$ cat config.mk
export PLATFORM = sky130hd
export DESIGN_NAME = fci_host
export DESIGN_NICKNAME = d
export VERILOG_FILES = /design/src/shared/fci_pkg.sv /design/src/rtl/fci_host.sv /design/src/rtl/fci_axil.sv /design/src/rtl/fci_win.sv
export SDC_FILE = /design/constraint.sdc
export NUM_CORES = 1
export LEC_CHECK = 0
export ABC_AREA = 0
export BUFFER_PORTS_ARGS = -buffer_cell sky130_fd_sc_hd__buf_2
export CAP_MARGIN = 25
export CORE_MARGIN = 1.5
export CORE_UTILIZATION = 31
export CTS_BUF_LIST = sky130_fd_sc_hd__clkbuf_8
export DETAILED_ROUTE_END_ITERATION = 10
export GPL_ROUTABILITY_DRIVEN = 1
export SYNTH_ARGS = -nofsm -noshare
export SYNTH_HDL_FRONTEND = slang
export SYNTH_SLANG_ARGS = --single-unit
$ cat constraint.sdc
create_clock -name mclk -period 6 [get_ports mclk]
set_input_delay 0.6 -clock mclk [delete_from_list [all_inputs] [get_ports mclk]]
set_output_delay 0.6 -clock mclk [all_outputs]
set_load 0.01 [all_outputs]
$ cat src/shared/fci_pkg.sv
// fci_pkg: constants and types for the flash command host controller
package fci_pkg;
  // ----------------------------------------------------------------
  // timing
  // ----------------------------------------------------------------
  localparam int CLK_NS = 25;
  localparam int WIN_NS = 96000;            // block-add window, ns
  localparam int WIN_CYC = WIN_NS / CLK_NS; // longest time, rounded down
  // ----------------------------------------------------------------
  // controller registers (byte offsets) and fields
  // ----------------------------------------------------------------
  localparam logic [7:0] REG_CTRL = 8'h00;
  localparam logic [7:0] REG_TADDR = 8'h04;
  localparam logic [7:0] REG_DATA = 8'h08;
  localparam logic [7:0] REG_CSEG = 8'h0C;
  localparam logic [7:0] REG_SCFG = 8'h10;
  localparam logic [7:0] REG_STAT = 8'h14;
  localparam int CTRL_GO = 8;
  localparam int SCFG_IME = 0;
  localparam int SCFG_REMAP = 1;
  localparam int SCFG_SEGDIS = 2;
  localparam logic [2:0] SCFG_RST = 3'h0;
  localparam int ST_BUSY = 0;
  localparam int ST_ERR_LSB = 1;
  localparam int ST_WIN = 5;
  localparam int ST_ERASE = 6;
  localparam int ST_RD_LSB = 16;
  localparam logic [1:0] RESP_OKAY = 2'h0;
  localparam logic [1:0] RESP_SLVERR = 2'h2;
  // ----------------------------------------------------------------
  // operations, step kinds, command offsets and codes
  // ----------------------------------------------------------------
  localparam logic [3:0] OP_RESET = 4'h0, OP_PROG = 4'h1, OP_BERASE = 4'h2;
  localparam logic [3:0] OP_CERASE = 4'h3, OP_SUSP = 4'h4, OP_RESUME = 4'h5;
  localparam logic [3:0] OP_SETP = 4'h6, OP_RDP = 4'h7, OP_BTU = 4'h8;
  localparam logic [3:0] OP_CTU = 4'h9, OP_CTP = 4'hA, OP_ADDBLK = 4'hB;
  localparam logic [3:0] OP_READ = 4'hC;
  localparam logic [1:0] K_CMD = 2'h0, K_TCODE = 2'h1, K_TDATA = 2'h2, K_TREAD = 2'h3;
  localparam logic [15:0] OFF_A = 16'h1554, OFF_B = 16'h2AA8;
  localparam logic [15:0] OFF_C = 16'h2A54, OFF_D = 16'h15A8;
  localparam logic [15:0] ZERO16 = 16'h0000;
  localparam logic [15:0] C_UNLK1 = 16'h00A8, C_UNLK2 = 16'h0054;
  localparam logic [15:0] C_RESET = 16'h00F0, C_PROG = 16'h00A0;
  localparam logic [15:0] C_ERASE = 16'h0080, C_BLK = 16'h0030, C_CHIP = 16'h0010;
  localparam logic [15:0] C_SUSP = 16'h00B0, C_RESUME = 16'h0030;
  localparam logic [15:0] C_SETP = 16'h00C0, C_RDP = 16'h0090;
  localparam logic [15:0] C_BTU = 16'h00C1, C_BTU2 = 16'h00F0;
  localparam logic [15:0] C_CTU = 16'hFFFF, C_CTP = 16'hFFFB;
  localparam logic [1:0] ODD_TAG = 2'h2;
  // ----------------------------------------------------------------
  // flash address map
  // ----------------------------------------------------------------
  localparam logic [23:0] LOW_SIZE = 24'h008000;
  localparam logic [23:0] SEG1_BASE = 24'h010000;
  localparam logic [23:0] HI_LO = 24'h018000;
  localparam logic [23:0] HI_HI = 24'h04FFFF;

  typedef enum logic [2:0] {
    S_IDLE = 3'h1,
    S_BUS = 3'h2,
    S_GAP = 3'h4
  } fci_state_type;

  // true when a physical address lies in the mapped flash space
  function automatic logic flash_active(input logic [23:0] a, input logic ime,
                                        input logic remap);
    logic lo;
    lo = remap ? (a < LOW_SIZE) : (a >= SEG1_BASE && a < SEG1_BASE + LOW_SIZE);
    return ime && (lo || (a >= HI_LO && a <= HI_HI));
  endfunction
endpackage

$ cat src/rtl/fci_host.sv
// fci_host: host controller issuing flash command sequences
//
// Design decisions made here: the register addresses and the AXI4-Lite slave port.
`timescale 1ns/1ps
// Overview of operation
// - extra block addresses within 96 us window
// - temporary protection: single absolute write from flash
// - protection fourth cycle uses address 4n-2
// - command sequences never fetched from flash
// - effective address includes segment, indirect only
// - all addresses inside active flash space
// - clear segmentation disable for full memory
// - enabling code runs above 00'8000h or RAM
// - jump absolutely after enabling the flash
// - A15, A14 match page pointer low bits
module fci_host import fci_pkg::*; #(
  parameter int WIN_CYCLES = WIN_CYC,
  parameter int AW = 8
) (
  input wire logic mclk,
  input wire logic rstn,
  input wire logic [AW-1:0] awaddr,
  input wire logic awvalid,
  output logic awready,
  input wire logic [31:0] wdata,
  input wire logic [3:0] wstrb,
  input wire logic wvalid,
  output logic wready,
  output logic [1:0] bresp,
  output logic bvalid,
  input wire logic bready,
  input wire logic [AW-1:0] araddr,
  input wire logic arvalid,
  output logic arready,
  output logic [31:0] rdata,
  output logic [1:0] rresp,
  output logic rvalid,
  input wire logic rready,
  output logic [23:0] fl_addr,
  output logic [15:0] fl_wdata,
  output logic fl_wr,
  output logic fl_rd,
  input wire logic [15:0] fl_rdata,
  input wire logic fl_ack,
  output logic internal_memory_enable,
  output logic low_block_remap,
  output logic segmentation_disable
);
  // ----------------------------------------------------------------
  // sequence tables
  // ----------------------------------------------------------------
  function automatic logic [2:0] nsteps(input logic [3:0] op);
    case (op)
      OP_RESET: nsteps = 3'h3;
      OP_PROG, OP_SETP, OP_RDP, OP_BTU: nsteps = 3'h4;
      OP_BERASE, OP_CERASE: nsteps = 3'h6;
      OP_SUSP, OP_RESUME, OP_CTU, OP_CTP, OP_ADDBLK, OP_READ: nsteps = 3'h1;
      default: nsteps = 3'h0;
    endcase
  endfunction

  function automatic logic uses_tgt(input logic [3:0] op);
    uses_tgt = !(op == OP_RESET || op == OP_CERASE || op == OP_SUSP ||
                 op == OP_RESUME || op == OP_BTU);
  endfunction

  // final cycle of each operation: {kind, offset, data}
  function automatic logic [33:0] last_step(input logic [3:0] op);
    case (op)
      OP_PROG, OP_SETP: last_step = {K_TDATA, ZERO16, ZERO16};
      OP_BERASE, OP_ADDBLK: last_step = {K_TCODE, ZERO16, C_BLK};
      OP_CERASE: last_step = {K_CMD, OFF_A, C_CHIP};
      OP_RDP, OP_READ: last_step = {K_TREAD, ZERO16, ZERO16};
      OP_BTU: last_step = {K_CMD, OFF_C, C_BTU2};
      OP_SUSP: last_step = {K_CMD, OFF_A, C_SUSP};
      OP_RESUME: last_step = {K_CMD, OFF_A, C_RESUME};
      // temporary protection is one flash write
      OP_CTU: last_step = {K_TCODE, ZERO16, C_CTU};
      OP_CTP: last_step = {K_TCODE, ZERO16, C_CTP};
      default: last_step = {K_CMD, OFF_A, C_RESET};
    endcase
  endfunction

  // unlock prefix, command code, second unlock for erase
  function automatic logic [33:0] step_info(input logic [3:0] op, input logic [2:0] i);
    logic prot;
    logic [15:0] code;
    prot = (op == OP_SETP) || (op == OP_RDP) || (op == OP_BTU);
    case (op)
      OP_RESET: code = C_RESET;
      OP_PROG: code = C_PROG;
      OP_SETP: code = C_SETP;
      OP_RDP: code = C_RDP;
      OP_BTU: code = C_BTU;
      default: code = C_ERASE;
    endcase
    if (i == nsteps(op) - 3'h1) begin
      step_info = last_step(op);
    end else if (i == 3'h0 || i == 3'h3) begin
      step_info = {K_CMD, prot ? OFF_C : OFF_A, C_UNLK1};
    end else if (i == 3'h1 || i == 3'h4) begin
      step_info = {K_CMD, prot ? OFF_D : OFF_B, C_UNLK2};
    end else begin
      step_info = {K_CMD, prot ? OFF_C : OFF_A, code};
    end
  endfunction

  function automatic logic [31:0] bmerge(input logic [31:0] o, input logic [31:0] n,
                                         input logic [3:0] s);
    for (int b = 0; b < 4; b++) begin
      bmerge[8*b +: 8] = s[b] ? n[8*b +: 8] : o[8*b +: 8];
    end
  endfunction

  // ----------------------------------------------------------------
  // register bus
  // ----------------------------------------------------------------
  logic reg_we;
  logic [AW-1:0] reg_waddr;
  logic [AW-1:0] reg_raddr;
  logic [31:0] reg_wdata;
  logic [3:0] reg_wstrb;
  logic reg_wok;
  logic [31:0] reg_rdata;
  logic reg_rok;
  logic [3:0] op_q;
  logic [23:0] taddr;
  logic [15:0] data_q;
  logic [7:0] cseg;
  logic [2:0] scfg;
  logic [3:0] err_q;
  logic [15:0] rdata_q;
  logic [2:0] idx_q;
  logic erase_ph;
  logic win_open;
  fci_state_type state;
  fci_state_type next_state;

  fci_axil #(.AW(AW)) u_axil (
    .mclk(mclk), .rstn(rstn),
    .awaddr(awaddr), .awvalid(awvalid), .awready(awready),
    .wdata(wdata), .wstrb(wstrb), .wvalid(wvalid), .wready(wready),
    .bresp(bresp), .bvalid(bvalid), .bready(bready),
    .araddr(araddr), .arvalid(arvalid), .arready(arready),
    .rdata(rdata), .rresp(rresp), .rvalid(rvalid), .rready(rready),
    .reg_we(reg_we), .reg_waddr(reg_waddr), .reg_wdata(reg_wdata),
    .reg_wstrb(reg_wstrb), .reg_wok(reg_wok), .reg_raddr(reg_raddr),
    .reg_rdata(reg_rdata), .reg_rok(reg_rok)
  );

  // write decode; setup registers are frozen while a sequence runs
  wire idle = state == S_IDLE;
  wire hit_ctrl = reg_waddr == REG_CTRL;
  wire hit_taddr = reg_waddr == REG_TADDR;
  wire hit_data = reg_waddr == REG_DATA;
  wire hit_cseg = reg_waddr == REG_CSEG;
  wire hit_scfg = reg_waddr == REG_SCFG;
  wire setup_hit = hit_taddr || hit_data || hit_cseg || hit_scfg;
  assign reg_wok = hit_ctrl || (idle && setup_hit);
  wire wr_setup = reg_we && idle;
  wire [31:0] next_taddr = bmerge({8'h00, taddr}, reg_wdata, reg_wstrb);
  wire [31:0] next_data = bmerge({16'h0000, data_q}, reg_wdata, reg_wstrb);
  wire [31:0] next_cseg = bmerge({24'h000000, cseg}, reg_wdata, reg_wstrb);
  wire [31:0] next_scfg = bmerge({29'h00000000, scfg}, reg_wdata, reg_wstrb);

  // ----------------------------------------------------------------
  // start checks
  // ----------------------------------------------------------------
  wire go_req = reg_we && hit_ctrl && reg_wstrb[1] && reg_wdata[CTRL_GO];
  wire [3:0] go_op = reg_wstrb[0] ? reg_wdata[3:0] : op_q;
  wire bad_op = nsteps(go_op) == 3'h0;
  // command address carries the segment; lets one segment serve
  wire [23:0] cmd_base = {cseg, OFF_A};
  // command and target addresses must be mapped flash
  wire rng_ok = flash_active(cmd_base, scfg[SCFG_IME], scfg[SCFG_REMAP]) &&
                (!uses_tgt(go_op) || flash_active(taddr, scfg[SCFG_IME], scfg[SCFG_REMAP]));
  // protection cycle four needs address 4n-2
  wire odd_ok = !(go_op == OP_SETP || go_op == OP_RDP) || taddr[1:0] == ODD_TAG;
  // another block only while the window is open
  wire late_ok = go_op != OP_ADDBLK || (win_open && erase_ph);
  wire accept = go_req && idle && !bad_op && rng_ok && odd_ok && late_ok;

  // ----------------------------------------------------------------
  // step selection and sequencer
  // ----------------------------------------------------------------
  wire [3:0] sel_op = idle ? go_op : op_q;
  wire [2:0] sel_idx = idle ? 3'h0 : idx_q;
  wire [33:0] step = step_info(sel_op, sel_idx);
  wire [1:0] st_k = step[33:32];
  // segment and offset are joined as one physical address
  wire [23:0] st_addr = (st_k == K_CMD) ? {cseg, step[31:16]} : taddr;
  wire [15:0] st_data = (st_k == K_TDATA) ? data_q : step[15:0];
  wire last = idx_q == nsteps(op_q) - 3'h1;
  wire ack_done = (state == S_BUS) && fl_ack;
  wire load = accept || (state == S_GAP);
  // each block write restarts the window
  wire win_start = ack_done && last && (op_q == OP_BERASE || op_q == OP_ADDBLK);

  fci_win #(.CYC(WIN_CYCLES)) u_win (
    .mclk(mclk), .rstn(rstn), .start(win_start), .win_open(win_open)
  );

  // sequences come from logic, never flash fetches
  // one idle cycle between bus cycles of a sequence
  always_comb begin
    next_state = state;
    case (state)
      S_IDLE: if (accept) next_state = S_BUS;
      S_BUS: if (fl_ack) next_state = last ? S_IDLE : S_GAP;
      S_GAP: next_state = S_BUS;
      default: next_state = S_IDLE;
    endcase
  end

  // state, step index, flash bus strobes
  always_ff @(posedge mclk) begin
    if (!rstn) begin
      state <= S_IDLE;
      idx_q <= 3'h0;
      fl_wr <= 1'b0;
      fl_rd <= 1'b0;
    end else begin
      state <= next_state;
      if (accept) idx_q <= 3'h0;
      else if (ack_done) idx_q <= idx_q + 3'h1;
      if (load) begin
        fl_wr <= st_k != K_TREAD;
        fl_rd <= st_k == K_TREAD;
      end else if (ack_done) begin
        fl_wr <= 1'b0;
        fl_rd <= 1'b0;
      end
    end
  end

  // flash address and data held for the whole bus cycle
  always_ff @(posedge mclk) begin
    if (!rstn) begin
      fl_addr <= '0;
      fl_wdata <= '0;
    end else if (load) begin
      fl_addr <= st_addr;
      fl_wdata <= st_data;
    end
  end

  // read word kept, bit 3 gives the window state
  always_ff @(posedge mclk) begin
    if (!rstn) rdata_q <= '0;
    else if (ack_done && fl_rd) rdata_q <= fl_rdata;
  end

  // operation, refusal flags, erase phase
  always_ff @(posedge mclk) begin
    if (!rstn) begin
      op_q <= OP_RESET;
      err_q <= '0;
      erase_ph <= 1'b0;
    end else if (go_req && idle) begin
      err_q <= {bad_op, !late_ok, !odd_ok, !rng_ok};
      if (accept) begin
        op_q <= go_op;
        erase_ph <= go_op == OP_BERASE || go_op == OP_ADDBLK;
      end
    end
  end

  // setup registers
  always_ff @(posedge mclk) begin
    if (!rstn) begin
      taddr <= '0;
      data_q <= '0;
      cseg <= '0;
      scfg <= SCFG_RST;
    end else if (wr_setup) begin
      if (hit_taddr) taddr <= next_taddr[23:0];
      if (hit_data) data_q <= next_data[15:0];
      if (hit_cseg) cseg <= next_cseg[7:0];
      if (hit_scfg) scfg <= next_scfg[2:0];
    end
  end

  assign internal_memory_enable = scfg[SCFG_IME];
  assign low_block_remap = scfg[SCFG_REMAP];
  assign segmentation_disable = scfg[SCFG_SEGDIS];

  // read decode
  always_comb begin
    reg_rdata = '0;
    reg_rok = 1'b1;
    if (reg_raddr == REG_CTRL) begin
      reg_rdata[3:0] = op_q;
    end else if (reg_raddr == REG_TADDR) begin
      reg_rdata[23:0] = taddr;
    end else if (reg_raddr == REG_DATA) begin
      reg_rdata[15:0] = data_q;
    end else if (reg_raddr == REG_CSEG) begin
      reg_rdata[7:0] = cseg;
    end else if (reg_raddr == REG_SCFG) begin
      reg_rdata[2:0] = scfg;
    end else if (reg_raddr == REG_STAT) begin
      reg_rdata[ST_BUSY] = !idle;
      reg_rdata[ST_ERR_LSB +: 4] = err_q;
      reg_rdata[ST_WIN] = win_open;
      reg_rdata[ST_ERASE] = erase_ph;
      reg_rdata[ST_RD_LSB +: 16] = rdata_q;
    end else begin
      reg_rok = 1'b0;
    end
  end
endmodule // fci_host

$ cat src/rtl/fci_axil.sv
// fci_axil: AXI4-Lite slave front end for the controller registers
`timescale 1ns/1ps
module fci_axil import fci_pkg::*; #(
  parameter int AW = 8
) (
  input wire logic mclk,
  input wire logic rstn,
  input wire logic [AW-1:0] awaddr,
  input wire logic awvalid,
  output logic awready,
  input wire logic [31:0] wdata,
  input wire logic [3:0] wstrb,
  input wire logic wvalid,
  output logic wready,
  output logic [1:0] bresp,
  output logic bvalid,
  input wire logic bready,
  input wire logic [AW-1:0] araddr,
  input wire logic arvalid,
  output logic arready,
  output logic [31:0] rdata,
  output logic [1:0] rresp,
  output logic rvalid,
  input wire logic rready,
  output logic reg_we,
  output logic [AW-1:0] reg_waddr,
  output logic [31:0] reg_wdata,
  output logic [3:0] reg_wstrb,
  input wire logic reg_wok,
  output logic [AW-1:0] reg_raddr,
  input wire logic [31:0] reg_rdata,
  input wire logic reg_rok
);
  logic aw_full;
  logic w_full;

  // a write completes once address and data are both held
  assign awready = !aw_full;
  assign wready = !w_full;
  assign reg_we = aw_full && w_full && !bvalid;
  assign arready = !rvalid;
  assign reg_raddr = araddr;

  // write channels, taken in either order
  always_ff @(posedge mclk) begin
    if (!rstn) begin
      aw_full <= 1'b0;
      w_full <= 1'b0;
      bvalid <= 1'b0;
      bresp <= RESP_OKAY;
      reg_waddr <= '0;
      reg_wdata <= '0;
      reg_wstrb <= '0;
    end else begin
      if (awvalid && awready) begin
        aw_full <= 1'b1;
        reg_waddr <= awaddr;
      end else if (reg_we) begin
        aw_full <= 1'b0;
      end
      if (wvalid && wready) begin
        w_full <= 1'b1;
        reg_wdata <= wdata;
        reg_wstrb <= wstrb;
      end else if (reg_we) begin
        w_full <= 1'b0;
      end
      if (reg_we) begin
        bvalid <= 1'b1;
        bresp <= reg_wok ? RESP_OKAY : RESP_SLVERR;
      end else if (bready) begin
        bvalid <= 1'b0;
      end
    end
  end

  // read channel, data captured at the address handshake
  always_ff @(posedge mclk) begin
    if (!rstn) begin
      rvalid <= 1'b0;
      rdata <= '0;
      rresp <= RESP_OKAY;
    end else if (arvalid && arready) begin
      rvalid <= 1'b1;
      rdata <= reg_rdata;
      rresp <= reg_rok ? RESP_OKAY : RESP_SLVERR;
    end else if (rready) begin
      rvalid <= 1'b0;
    end
  end
endmodule // fci_axil

$ cat src/rtl/fci_win.sv
// fci_win: block-add time-out window counter
`timescale 1ns/1ps
module fci_win #(
  parameter int CYC = 3840
) (
  input wire logic mclk,
  input wire logic rstn,
  input wire logic start,
  output logic win_open
);
  localparam int CW = $clog2(CYC + 1);
  logic [CW-1:0] cnt;

  // reload on each block write, count down to zero
  always_ff @(posedge mclk) begin
    if (!rstn) begin
      cnt <= '0;
    end else if (start) begin
      cnt <= CW'(CYC);
    end else if (cnt != '0) begin
      cnt <= cnt - CW'(1);
    end
  end

  assign win_open = cnt != '0;
endmodule // fci_win

Word level (Yosys, flattened, before mapping) --
Memories as Yosys holds them, arrays and structs flattened. A register that Yosys moved wholly into a read port is not among the register bits. Cells that the tools add are included.
Cells by class: $add $sub $neg 4, $lt $le $gt $ge 10, equality and inequality tests 38, multiplexer cells 54, bitwise operators 1, reductions and logical operators 83
Operator list (count):
- $ge A24 B17 Y1 const B | 4
- $mux W16 | 5
- $mux W30 | 2
- $le A24 B19 Y1 const B | 2
- $lt A24 B16 Y1 const B | 2
- $lt A24 B17 Y1 const B | 2
- $mux W24 | 2
- $pmux W7 S5 | 1
- $mux W34 | 1
- $eq A8 B4 Y1 const B | 4
- $mux W14 | 2
- $mux W28 | 1
- $logic_and A1 B1 Y1 | 27
- $eq A4 B3 Y1 const B | 6
- $eq A8 B5 Y1 const B | 3
- $mux W12 | 2
- $mux W4 | 6
- $mux W8 | 3
- $logic_or A1 B1 Y1 | 21
- $reduce_and A3 Y1 | 7
- $mux W1 | 19
- $eq A4 B4 Y1 const B | 4
- $eq A8 B3 Y1 const B | 2
- $logic_not A8 Y1 | 2
- other kinds (26) | 60
Storage, ports and cells: register bits 211, memory bits (read-only) 576, input port bits 76, output and inout bits 86, memories kept 4
Memories:
- (no name shown) | depth 16, width 27, rd ports 1, clocked after Yosys merged registers in 0, write ports 0, RTL line fci_host.sv:69 | case (op)
- (no name shown) | depth 16, width 3, rd ports 1, clocked after Yosys merged registers in 1, write ports 0, RTL line fci_host.sv:53 | case (op)
- (no name shown) | depth 16, width 3, rd ports 1, clocked after Yosys merged registers in 0, write ports 0, RTL line fci_host.sv:53
- (no name shown) | depth 16, width 3, rd ports 1, clocked after Yosys merged registers in 0, write ports 0, RTL line fci_host.sv:53

Logic depth before layout (Yosys ltp) --
Gate-level depths: netlist (run 1).
depth in word-level cells 14, gate-level depth with buffers 22, mapped depth without buffers 17

Cells and area by module --
From an unflattened synthesis (run 1), not the netlist that was laid out.
Unflattened totals: cell total of the unflattened synthesis 1288, area total of the unflattened synthesis 10659.0 um2
Modules (own cells, without submodules):
- fci_host | times used 1, cells each 854, area an instance 6815.3 um2
- fci_axil | times used 1, cells each 360, area an instance 3200.6 um2
- fci_win | times used 1, cells each 74, area an instance 643.1 um2

Worst setup path after synthesis (run 1) --
OpenSTA, ideal clock, no wires.
kind register to register, start point reg u_axil.reg_wstrb[0], end point reg fl_addr[11], arrival time 3999 ps, data required time 5881 ps, slack 1882 ps, cell stages (with the launch flop) 23, buffers on the path 5, clock period less this slack 4118 ps, path through dfxtp_1 buf_6 and4bb_1 buf_4 buf_6 mux2_2 inv_1 ha_1 clkbuf_1 nor2b_1 nor3_1 nor3_1 nor2_1 ha_1 nor2b_1 a21oi_1 o21ai_0 o31a_1 o211ai_4 nor2_4 buf_6 and2_1 o221a_1
Between the ends: longest elaborated chain between the ends 12
Ends and longest elaborated chain:
- start, declared | RTL line fci_axil.sv:28 | output logic [3:0] reg_wstrb,
- start signal, assigned | RTL line fci_axil.sv:64 | reg_wstrb <= wstrb;
- $mux W4 (*) | RTL line fci_host.sv:170 | wire [3:0] go_op = reg_wstrb[0] ? reg_wdata[3:0] : op_q;
- parallel branches: the longest is 11 deep, another holds $mem_v2 Z16 W3
- end signal, assigned | RTL line fci_host.sv:242 | fl_addr <= st_addr;
- end, declared | RTL line fci_host.sv:39 | output logic [23:0] fl_addr,
Every way passes the cells marked *. A chain may end at the register's enable or synchronous reset.

Worst setup path after layout (run 1) --
start point reg state[2], end point reg fl_addr[8]
Between the ends: longest elaborated chain between the ends 10
Ends and longest elaborated chain:
- start, declared | RTL line fci_host.sv:136 | fci_state_type state;
- start signal, assigned | RTL line fci_host.sv:223 | state <= next_state;
- parallel branches: the longest is 10 deep, another holds $mem_v2 Z16 W3
Parallel ways; which one is timed is not known.

==> run_results.csv, run 1 <==
group,metric,value,unit
power,power_density,294,mW/mm2
clocking,cts_tree,"done",
layout,final_cells,1678,
setup_path,crit_path_start_kind,"flop",
clocking,cts_hold_buffers,0,
grt,overflow,0,
setup_path,rrSetupSlack,1.46,ns
setup_path,startpoint,"state[2]",
power,power_frac_seq,45.1,%
logic_synthesis,synth-async-reset-ratio,0,%
grt,track_usage,17.8,%
setup_path,path_max_fanout,17,
detailed_routing,drt_iter0_drc,514,
detailed_routing,drc_errors,3,
die,die_width,180,um
timing,fin_crit,4.54,ns
die,rows,64,
layout,fillers,3252,
setup_path,worstSetupEndpoint,"fl_addr[8]",
power,switchingPower,0.000931,W
detailed_routing,drt.antenna.violating_nets,0,
detailed_routing,wl_per_cell,17.4,um
layout,layout-drive-gt1-share,20.4,%
logic_synthesis,syn_area,0.00972,mm2
timing,setup_tns,0,ns
clocking,numCtsBuffers,38,
detailed_routing,totalWireLength,29300,um
timing,finalHoldViolCount,0,
clocking,ctsResizeCount,0,
clocking,h-tree-depth,2,
timing,setup_viol,0,
timing,max_clock_freq,0.220,GHz
detailed_routing,firstDrtPassIters,11,
die,die_area,0.0324,mm2
setup_path,path_class,"flop to flop",
power,clkPwrFrac,42.3,%
timing,rsz0062_at_grt,"no",
logic_synthesis,synth_cell_type_count,91,
layout,regArea,0.00424,mm2
setup_path,r2r_end,"fl_addr[8]",
layout,area_growth_syn_to_layout,19.0,%
power,ir_worst_vdd,0.000218,V
power,switching_share,27.4,%
detailed_routing,num_vias,8560,
die,pin_count,162,
layout,multi_input_area,0.00502,mm2
grt,grt_pass1_vias,8376,
placed_design,place_inst,1610,
hold_path,hold_class,"input port to flop",
layout,finalNetCount,1346,
power,power.total,0.00340,W
die,initial_core_util,31.6,%
placed_design,io_buffers,150,
grt,grt_max_degree,100,
logic_synthesis,yosys_warnings,0,
clocking,clk_pin_slew_worst_paths,0.06,ns
status,violations,"DRC",
timing,maxSlewHeadroom,26.6,%
logic_synthesis,syn-instance-count,1128,
logic_synthesis,synth_edf_count,0,
die,coreArea,0.0307,mm2
placed_design,gp_congestion,0.885,
grt,grt_pass1_wl,46200,um
setup_path,r2r-start,"state[2]",
power,power_frac_comb,12.6,%
setup_path,cp.arrival,5.02,ns
clocking,cts_root_buf,"clkbuf_8",
timing,fin_skew,0.0297,ns
layout,utilization,37.6,%
logic_synthesis,ys_ff_latch,212,
timing,fin_crit_sh,75.7,%
setup_path,rr_worst_depth,16,
placed_design,hpwl,20700,um
power,p_int,0.00247,W
layout,diodes,0,
clocking,clk_latency,0.55,ns
logic_synthesis,syn_area_per_cell,8.62,um2
setup_path,end_kind,"flop",
clocking,numClockSinks,212,
status,status,"finished, violations left",
power,p_leak,4.68,nW
timing,tightest_slew,1.10,ns
logic_synthesis,synthFlopType,"dfxtp_1",
detailed_routing,via_per_inst,5.10,
timing,drv_slew,0,
clocking,clockBufferDepth,3,
setup_path,cp.required,6.48,ns
logic_synthesis,ys_seq_area_share,43.7,%
clocking,postCtsSetupRepairBufs,0,
timing,fin_hold_ws,0.258,ns
grt,antenna_found_initial,1,
flow_run,max_cap_viol_count,0,
die,die_h,180,um
## sequential cells by signal (all words and copies together), names as in the netlist, 4 cells and up, named ones only
name              flops
u_axil.rdata         32
fl_addr              24
taddr                24
u_axil.reg_wdata     24
data_q               16
fl_wdata             16
rdata_q              16
u_win.cnt            12
cseg                  8
u_axil.reg_waddr      8
err_q                 4
op_q                  4
## layout make-up
class | instances | area share (%)
clock buffer | 46 | 5.47
tap | 396 | 4.28
inverter | 22 | 0.790
sequential | 212 | 36.7
clock inverter | 20 | 1.49
timing repair buffer | 165 | 7.81
multi-input combinational | 817 | 43.4
## synthesized netlist by cell type (5+ instances only)
master / count / share of area, %
nor3_1: 29 / 1.5
nand2b_1: 7 / 0.45
clkbuf_1: 56 / 2.2
xnor2_1: 14 / 1.3
nand2_1: 154 / 5.9
a31oi_1: 8 / 0.52
xor2_1: 6 / 0.54
buf_4: 6 / 0.46
nor2_1: 129 / 5.0
buf_2: 7 / 0.36
mux2i_1: 61 / 6.3
and3_1: 5 / 0.32
a21oi_1: 120 / 6.2
nor2b_1: 16 / 1.0
a22oi_1: 19 / 1.5
o221a_1: 10 / 1.2
a222oi_1: 10 / 1.0
a211oi_1: 6 / 0.46
ha_1: 14 / 1.8
buf_6: 6 / 0.70
a221oi_1: 10 / 0.90
or3_1: 7 / 0.45
nand3_1: 30 / 1.5
inv_1: 19 / 0.73
and2_1: 14 / 0.90
dfxtp_1: 212 / 44
o21ai_0: 46 / 2.4
## per-stage QoR
stage	cell area, um2	setup slack (ns)
floorplan	9720	1.88
global placement	10700	1.51
detailed placement	10700	1.48
CTS	11500	1.43
global route	11600	1.16
finish	11600	1.46
## placed cells by master (no fill, tap or decap), types with 7 or more instances in the layout
cell type / instances
a21oi_1: 120
a221oi_1: 10
a222oi_1: 10
a22oi_1: 19
a31oi_1: 8
and2_1: 14
buf_2: 150
buf_4: 13
clkbuf_8: 46
dfxtp_1: 212
ha_1: 14
inv_1: 32
mux2i_1: 61
nand2_1: 154
nand2b_1: 7
nand3_1: 30
nor2_1: 128
nor2b_1: 15
nor3_1: 29
o21ai_0: 46
o221a_1: 10
or3_1: 7
xnor2_1: 14
## metal layers
metal | part of all wire, % | up-vias | global-route usage [%]
met3 | 6.9 | 68 | 4.39
met4 | 3.1 | 2 | 7.03
met1 | 45 | 3999 | 22.8
li1 | - | 4232 | -
met5 | 0.038 | - | 0
met2 | 45 | 259 | 28.9
## critical path, stage by stage, from the launching register on
cell,delay (ns)
dfxtp_1,0.37
and4bb_1,0.43
mux2_2,0.41
inv_1,0.11
ha_1,0.43
nor2b_1,0.26
nor3_1,0.11
nor3_1,0.20
nor2_1,0.06
ha_1,0.31
nor2b_1,0.16
o21ai_0,0.11
nor3_1,0.36
o211ai_4,0.15
buf_4,0.23
o311ai_1,0.50
o221a_2,0.28
## logic make-up after synthesis
kind of cell / Yosys count / synth area share [%]
AOI/OAI and AO/OA: 281 / 19.6
xor gates and xnor gates: 20 / 1.80
adders and majority gates: 14 / 1.80
buffers and inverters: 100 / 4.72
DFF: 212 / 43.7
muxes: 67 / 7.09
other: 1 / 0.0386
and+or+nand+nor: 433 / 21.2
## power by group through the flow
| stage | Sequential [W] | Combinational (W) | Clock, W |
|---|---|---|---|
| 3_3_place_gp | 0.00156 | 0.000418 | 0 |
| 2_1_floorplan | 0.00154 | 0.000330 | 0 |
| 6_report | 0.00153 | 0.000428 | 0.00144 |
| 4_1_cts | 0.00153 | 0.000425 | 0.00147 |
| 5_1_grt | 0.00154 | 0.000487 | 0.00154 |
| 3_5_place_dp | 0.00156 | 0.000422 | 0 |
## worst min path at each step
stage,from,end,slack [ns],cells past startpoint
6_report,rready,u_axil.rvalid,0.26,2
5_1_grt,rready,u_axil.rvalid,0.25,2
4_1_cts,rready,u_axil.rvalid,0.24,2
3_5_place_dp,rdata_q[10],rdata_q[10],0.45,2
3_3_place_gp,fl_addr[1],fl_addr[1],0.44,2
2_1_floorplan,err_q[3],err_q[3],0.43,2
Note: power is estimated with default switching activity, not from simulation.
==> run 2, diff against run 1 <==
==> constraint.sdc (replaced) <==
create_clock -name mclk -period 4.3 [get_ports mclk]
set_input_delay 0.43 -clock mclk [delete_from_list [all_inputs] [get_ports mclk]]
set_output_delay 0.43 -clock mclk [all_outputs]
set_load 0.01 [all_outputs]
==> run 2 against run 1 <==
Against the previous run:
- the flow still finishes with violations (DRC)
- worst setup slack got worse by 1.2 ns
- global-route usage barely moved
- critical endpoint is now fl_wdata[4]
- critical path type unchanged
- die area did not move
- non-clock buffer count is 16 higher
- cell area is 1.6% higher
- utilization rose by 0.59 points
==> run_results.csv, run 2 (synthesis results as in run 1) <==
group,metric,value,unit
status,status,"finished, violations left",
status,violations,"DRC",
layout,utilization,38.2,%
layout,final_cells,1698,
power,switching_share,27.2,%
layout,fillers,3197,
power,switchingPower,0.00130,W
flow_run,max_cap_viol_count,0,
placed_design,pre_cts_ws,0.0225,ns
clocking,clk_pin_slew_worst_paths,0.06,ns
detailed_routing,wl_per_cell,17.5,um
grt,antenna_found_initial,4,
placed_design,gp_congestion,0.859,
timing,setup_tns,0,ns
die,die_area,0.0324,mm2
timing,fin_crit,4.04,ns
placed_design,place_inst,1625,
layout,layout-drive-gt1-share,22.4,%
layout,regMostFlops,"u_axil.rdata",
hold_path,hold_depth,2,
hold_path,whs_endpoint,"u_axil.rvalid",
power,power_density,407,mW/mm2
clocking,h-tree-depth,2,
hold_path,hold_class,"input port to flop",
setup_path,path_class,"flop to flop",
setup_path,rr_worst_depth,17,
timing,fin_crit_sh,94.0,%
hold_path,min_from,"rready",
clocking,numClockSinks,212,
detailed_routing,num_vias,8662,
die,pin_count,162,
placed_design,hpwl,21200,um
layout,finalNetCount,1362,
timing,maxSlewHeadroom,31.9,%
detailed_routing,firstDrtPassIters,8,
setup_path,rrSetupSlack,0.26,ns
timing,setup_viol,0,
power,ir_worst_vdd,0.000270,V
setup_path,cp.required,4.72,ns
power,power_frac_comb,12.9,%
clocking,cts_tree,"done",
timing,drv_slew,0,
timing,tightest_slew,1.02,ns
grt,grt_pass1_vias,8316,
timing,rsz0062_at_grt,"no",
detailed_routing,drt_iter0_drc,472,
die,coreArea,0.0307,mm2
setup_path,r2r-start,"state[2]",
layout,area_growth_syn_to_layout,20.9,%
timing,max_clock_freq,0.247,GHz
grt,grt_pass1_wl,46200,um
power,power_frac_seq,44.6,%
setup_path,crit_path_start_kind,"flop",
clocking,cts_root_buf,"clkbuf_8",
grt,track_usage,17.8,%
power,p_int,0.00348,W
grt,overflow,0,
timing,fin_hold_ws,0.0959,ns
timing,finalHoldViolCount,0,
detailed_routing,drt.antenna.violating_nets,0,
layout,largest_reg_flops,32,
die,die_h,180,um
setup_path,path_max_fanout,9,
power,clkPwrFrac,42.5,%
layout,layout_common_cells,"dfxtp_1, nand2_1, buf_2",
die,initial_core_util,31.6,%
clocking,clockBufferDepth,3,
detailed_routing,via_per_inst,5.10,
grt,grt_max_degree,94,
clocking,numCtsBuffers,38,
power,p_leak,4.77,nW
setup_path,cp.arrival,4.46,ns
detailed_routing,totalWireLength,29700,um
placed_design,io_buffers,150,
setup_path,end_kind,"flop",
detailed_routing,drc_errors,10,
die,rows,64,
layout,layout_commonest_cell,"dfxtp_1",
timing,fin_skew,0.0228,ns
timing,fin_ws,0.258,ns
setup_path,r2r_end,"fl_wdata[4]",
clocking,clk_latency,0.54,ns
die,die_width,180,um
run 2: cell count changes in the layout (fill, tap and decap cells not counted), moves of 2 or more:
cell / change
bufinv_16: -2
clkbuf_8: +8
inv_1: -8
buf_4: +14
buf_12: +2
clkinv_2: +6
run 2: power by group through the flow:
stage	Clock [W]	Sequential, W	Combinational, W
6_report	0.00203	0.00213	0.000618
3_3_place_gp	0	0.00217	0.000608
5_1_grt	0.00216	0.00214	0.000695
2_1_floorplan	0	0.00215	0.000460
4_1_cts	0.00207	0.00213	0.000617
3_5_place_dp	0	0.00217	0.000614
run 2: critical path, stage by stage, from the launching register on:
cell and delay [ns]:
dfxtp_1 0.36, and4bb_1 0.38, mux2_2 0.41, inv_1 0.12, ha_2 0.25, nor2b_1 0.22, o21a_1 0.22, nor3_1 0.06
nor2_1 0.11, ha_1 0.27, nor2b_1 0.16, o21ai_0 0.24, nor3_2 0.10, o211ai_4 0.36, buf_4 0.25, o311a_1 0.19
a211oi_1 0.06, o21a_1 0.19
run 2: repair_timing:
action	CTS	global route
gates resized for setup	0	5
endpoints found under the setup margin	0	37
setup buffers	0	2
hold buffers	0	0
run 2: area by class of cell:
cell class	count	area, um2	share of cell area [%]
clock inverter	15	96.3	0.820
sequential	212	4240	36.1
clock buffer	54	743	6.33
tap	396	495	4.22
antenna	1	2.50	0.0213
multi-input combinational	817	5040	42.9
timing repair buffer	181	1040	8.82
inverter	22	91.3	0.778
run 2: through the flow:
stage / cell area, um2 / power (W)
final: 11700 / 0.00478
after global routing: 11700 / 0.00500
after CTS: 11700 / 0.00482
after detailed placement: 10800 / 0.00279
after global placement: 10800 / 0.00278
after floorplan: 9720 / 0.00261
run 2: routing by layer:
metal	vias to the layer above	wire length [um]	track usage, %	share of wire [%]
li1	4283	-	-	-
met1	4040	13000	22.5	44
met2	270	13700	29.2	46
met3	63	2150	4.93	7.2
met4	6	852	6.35	2.9
met5	-	22	0	0.074
run 2: worst max path at each step:
stage,start,end
3_3_place_gp,state[2],fl_wdata[3]
3_5_place_dp,state[2],fl_addr[18]
5_1_grt,state[0],fl_addr[18]
4_1_cts,state[2],fl_addr[18]
6_report,state[2],fl_wdata[4]
2_1_floorplan,u_axil.reg_wstrb[0],fl_addr[11]
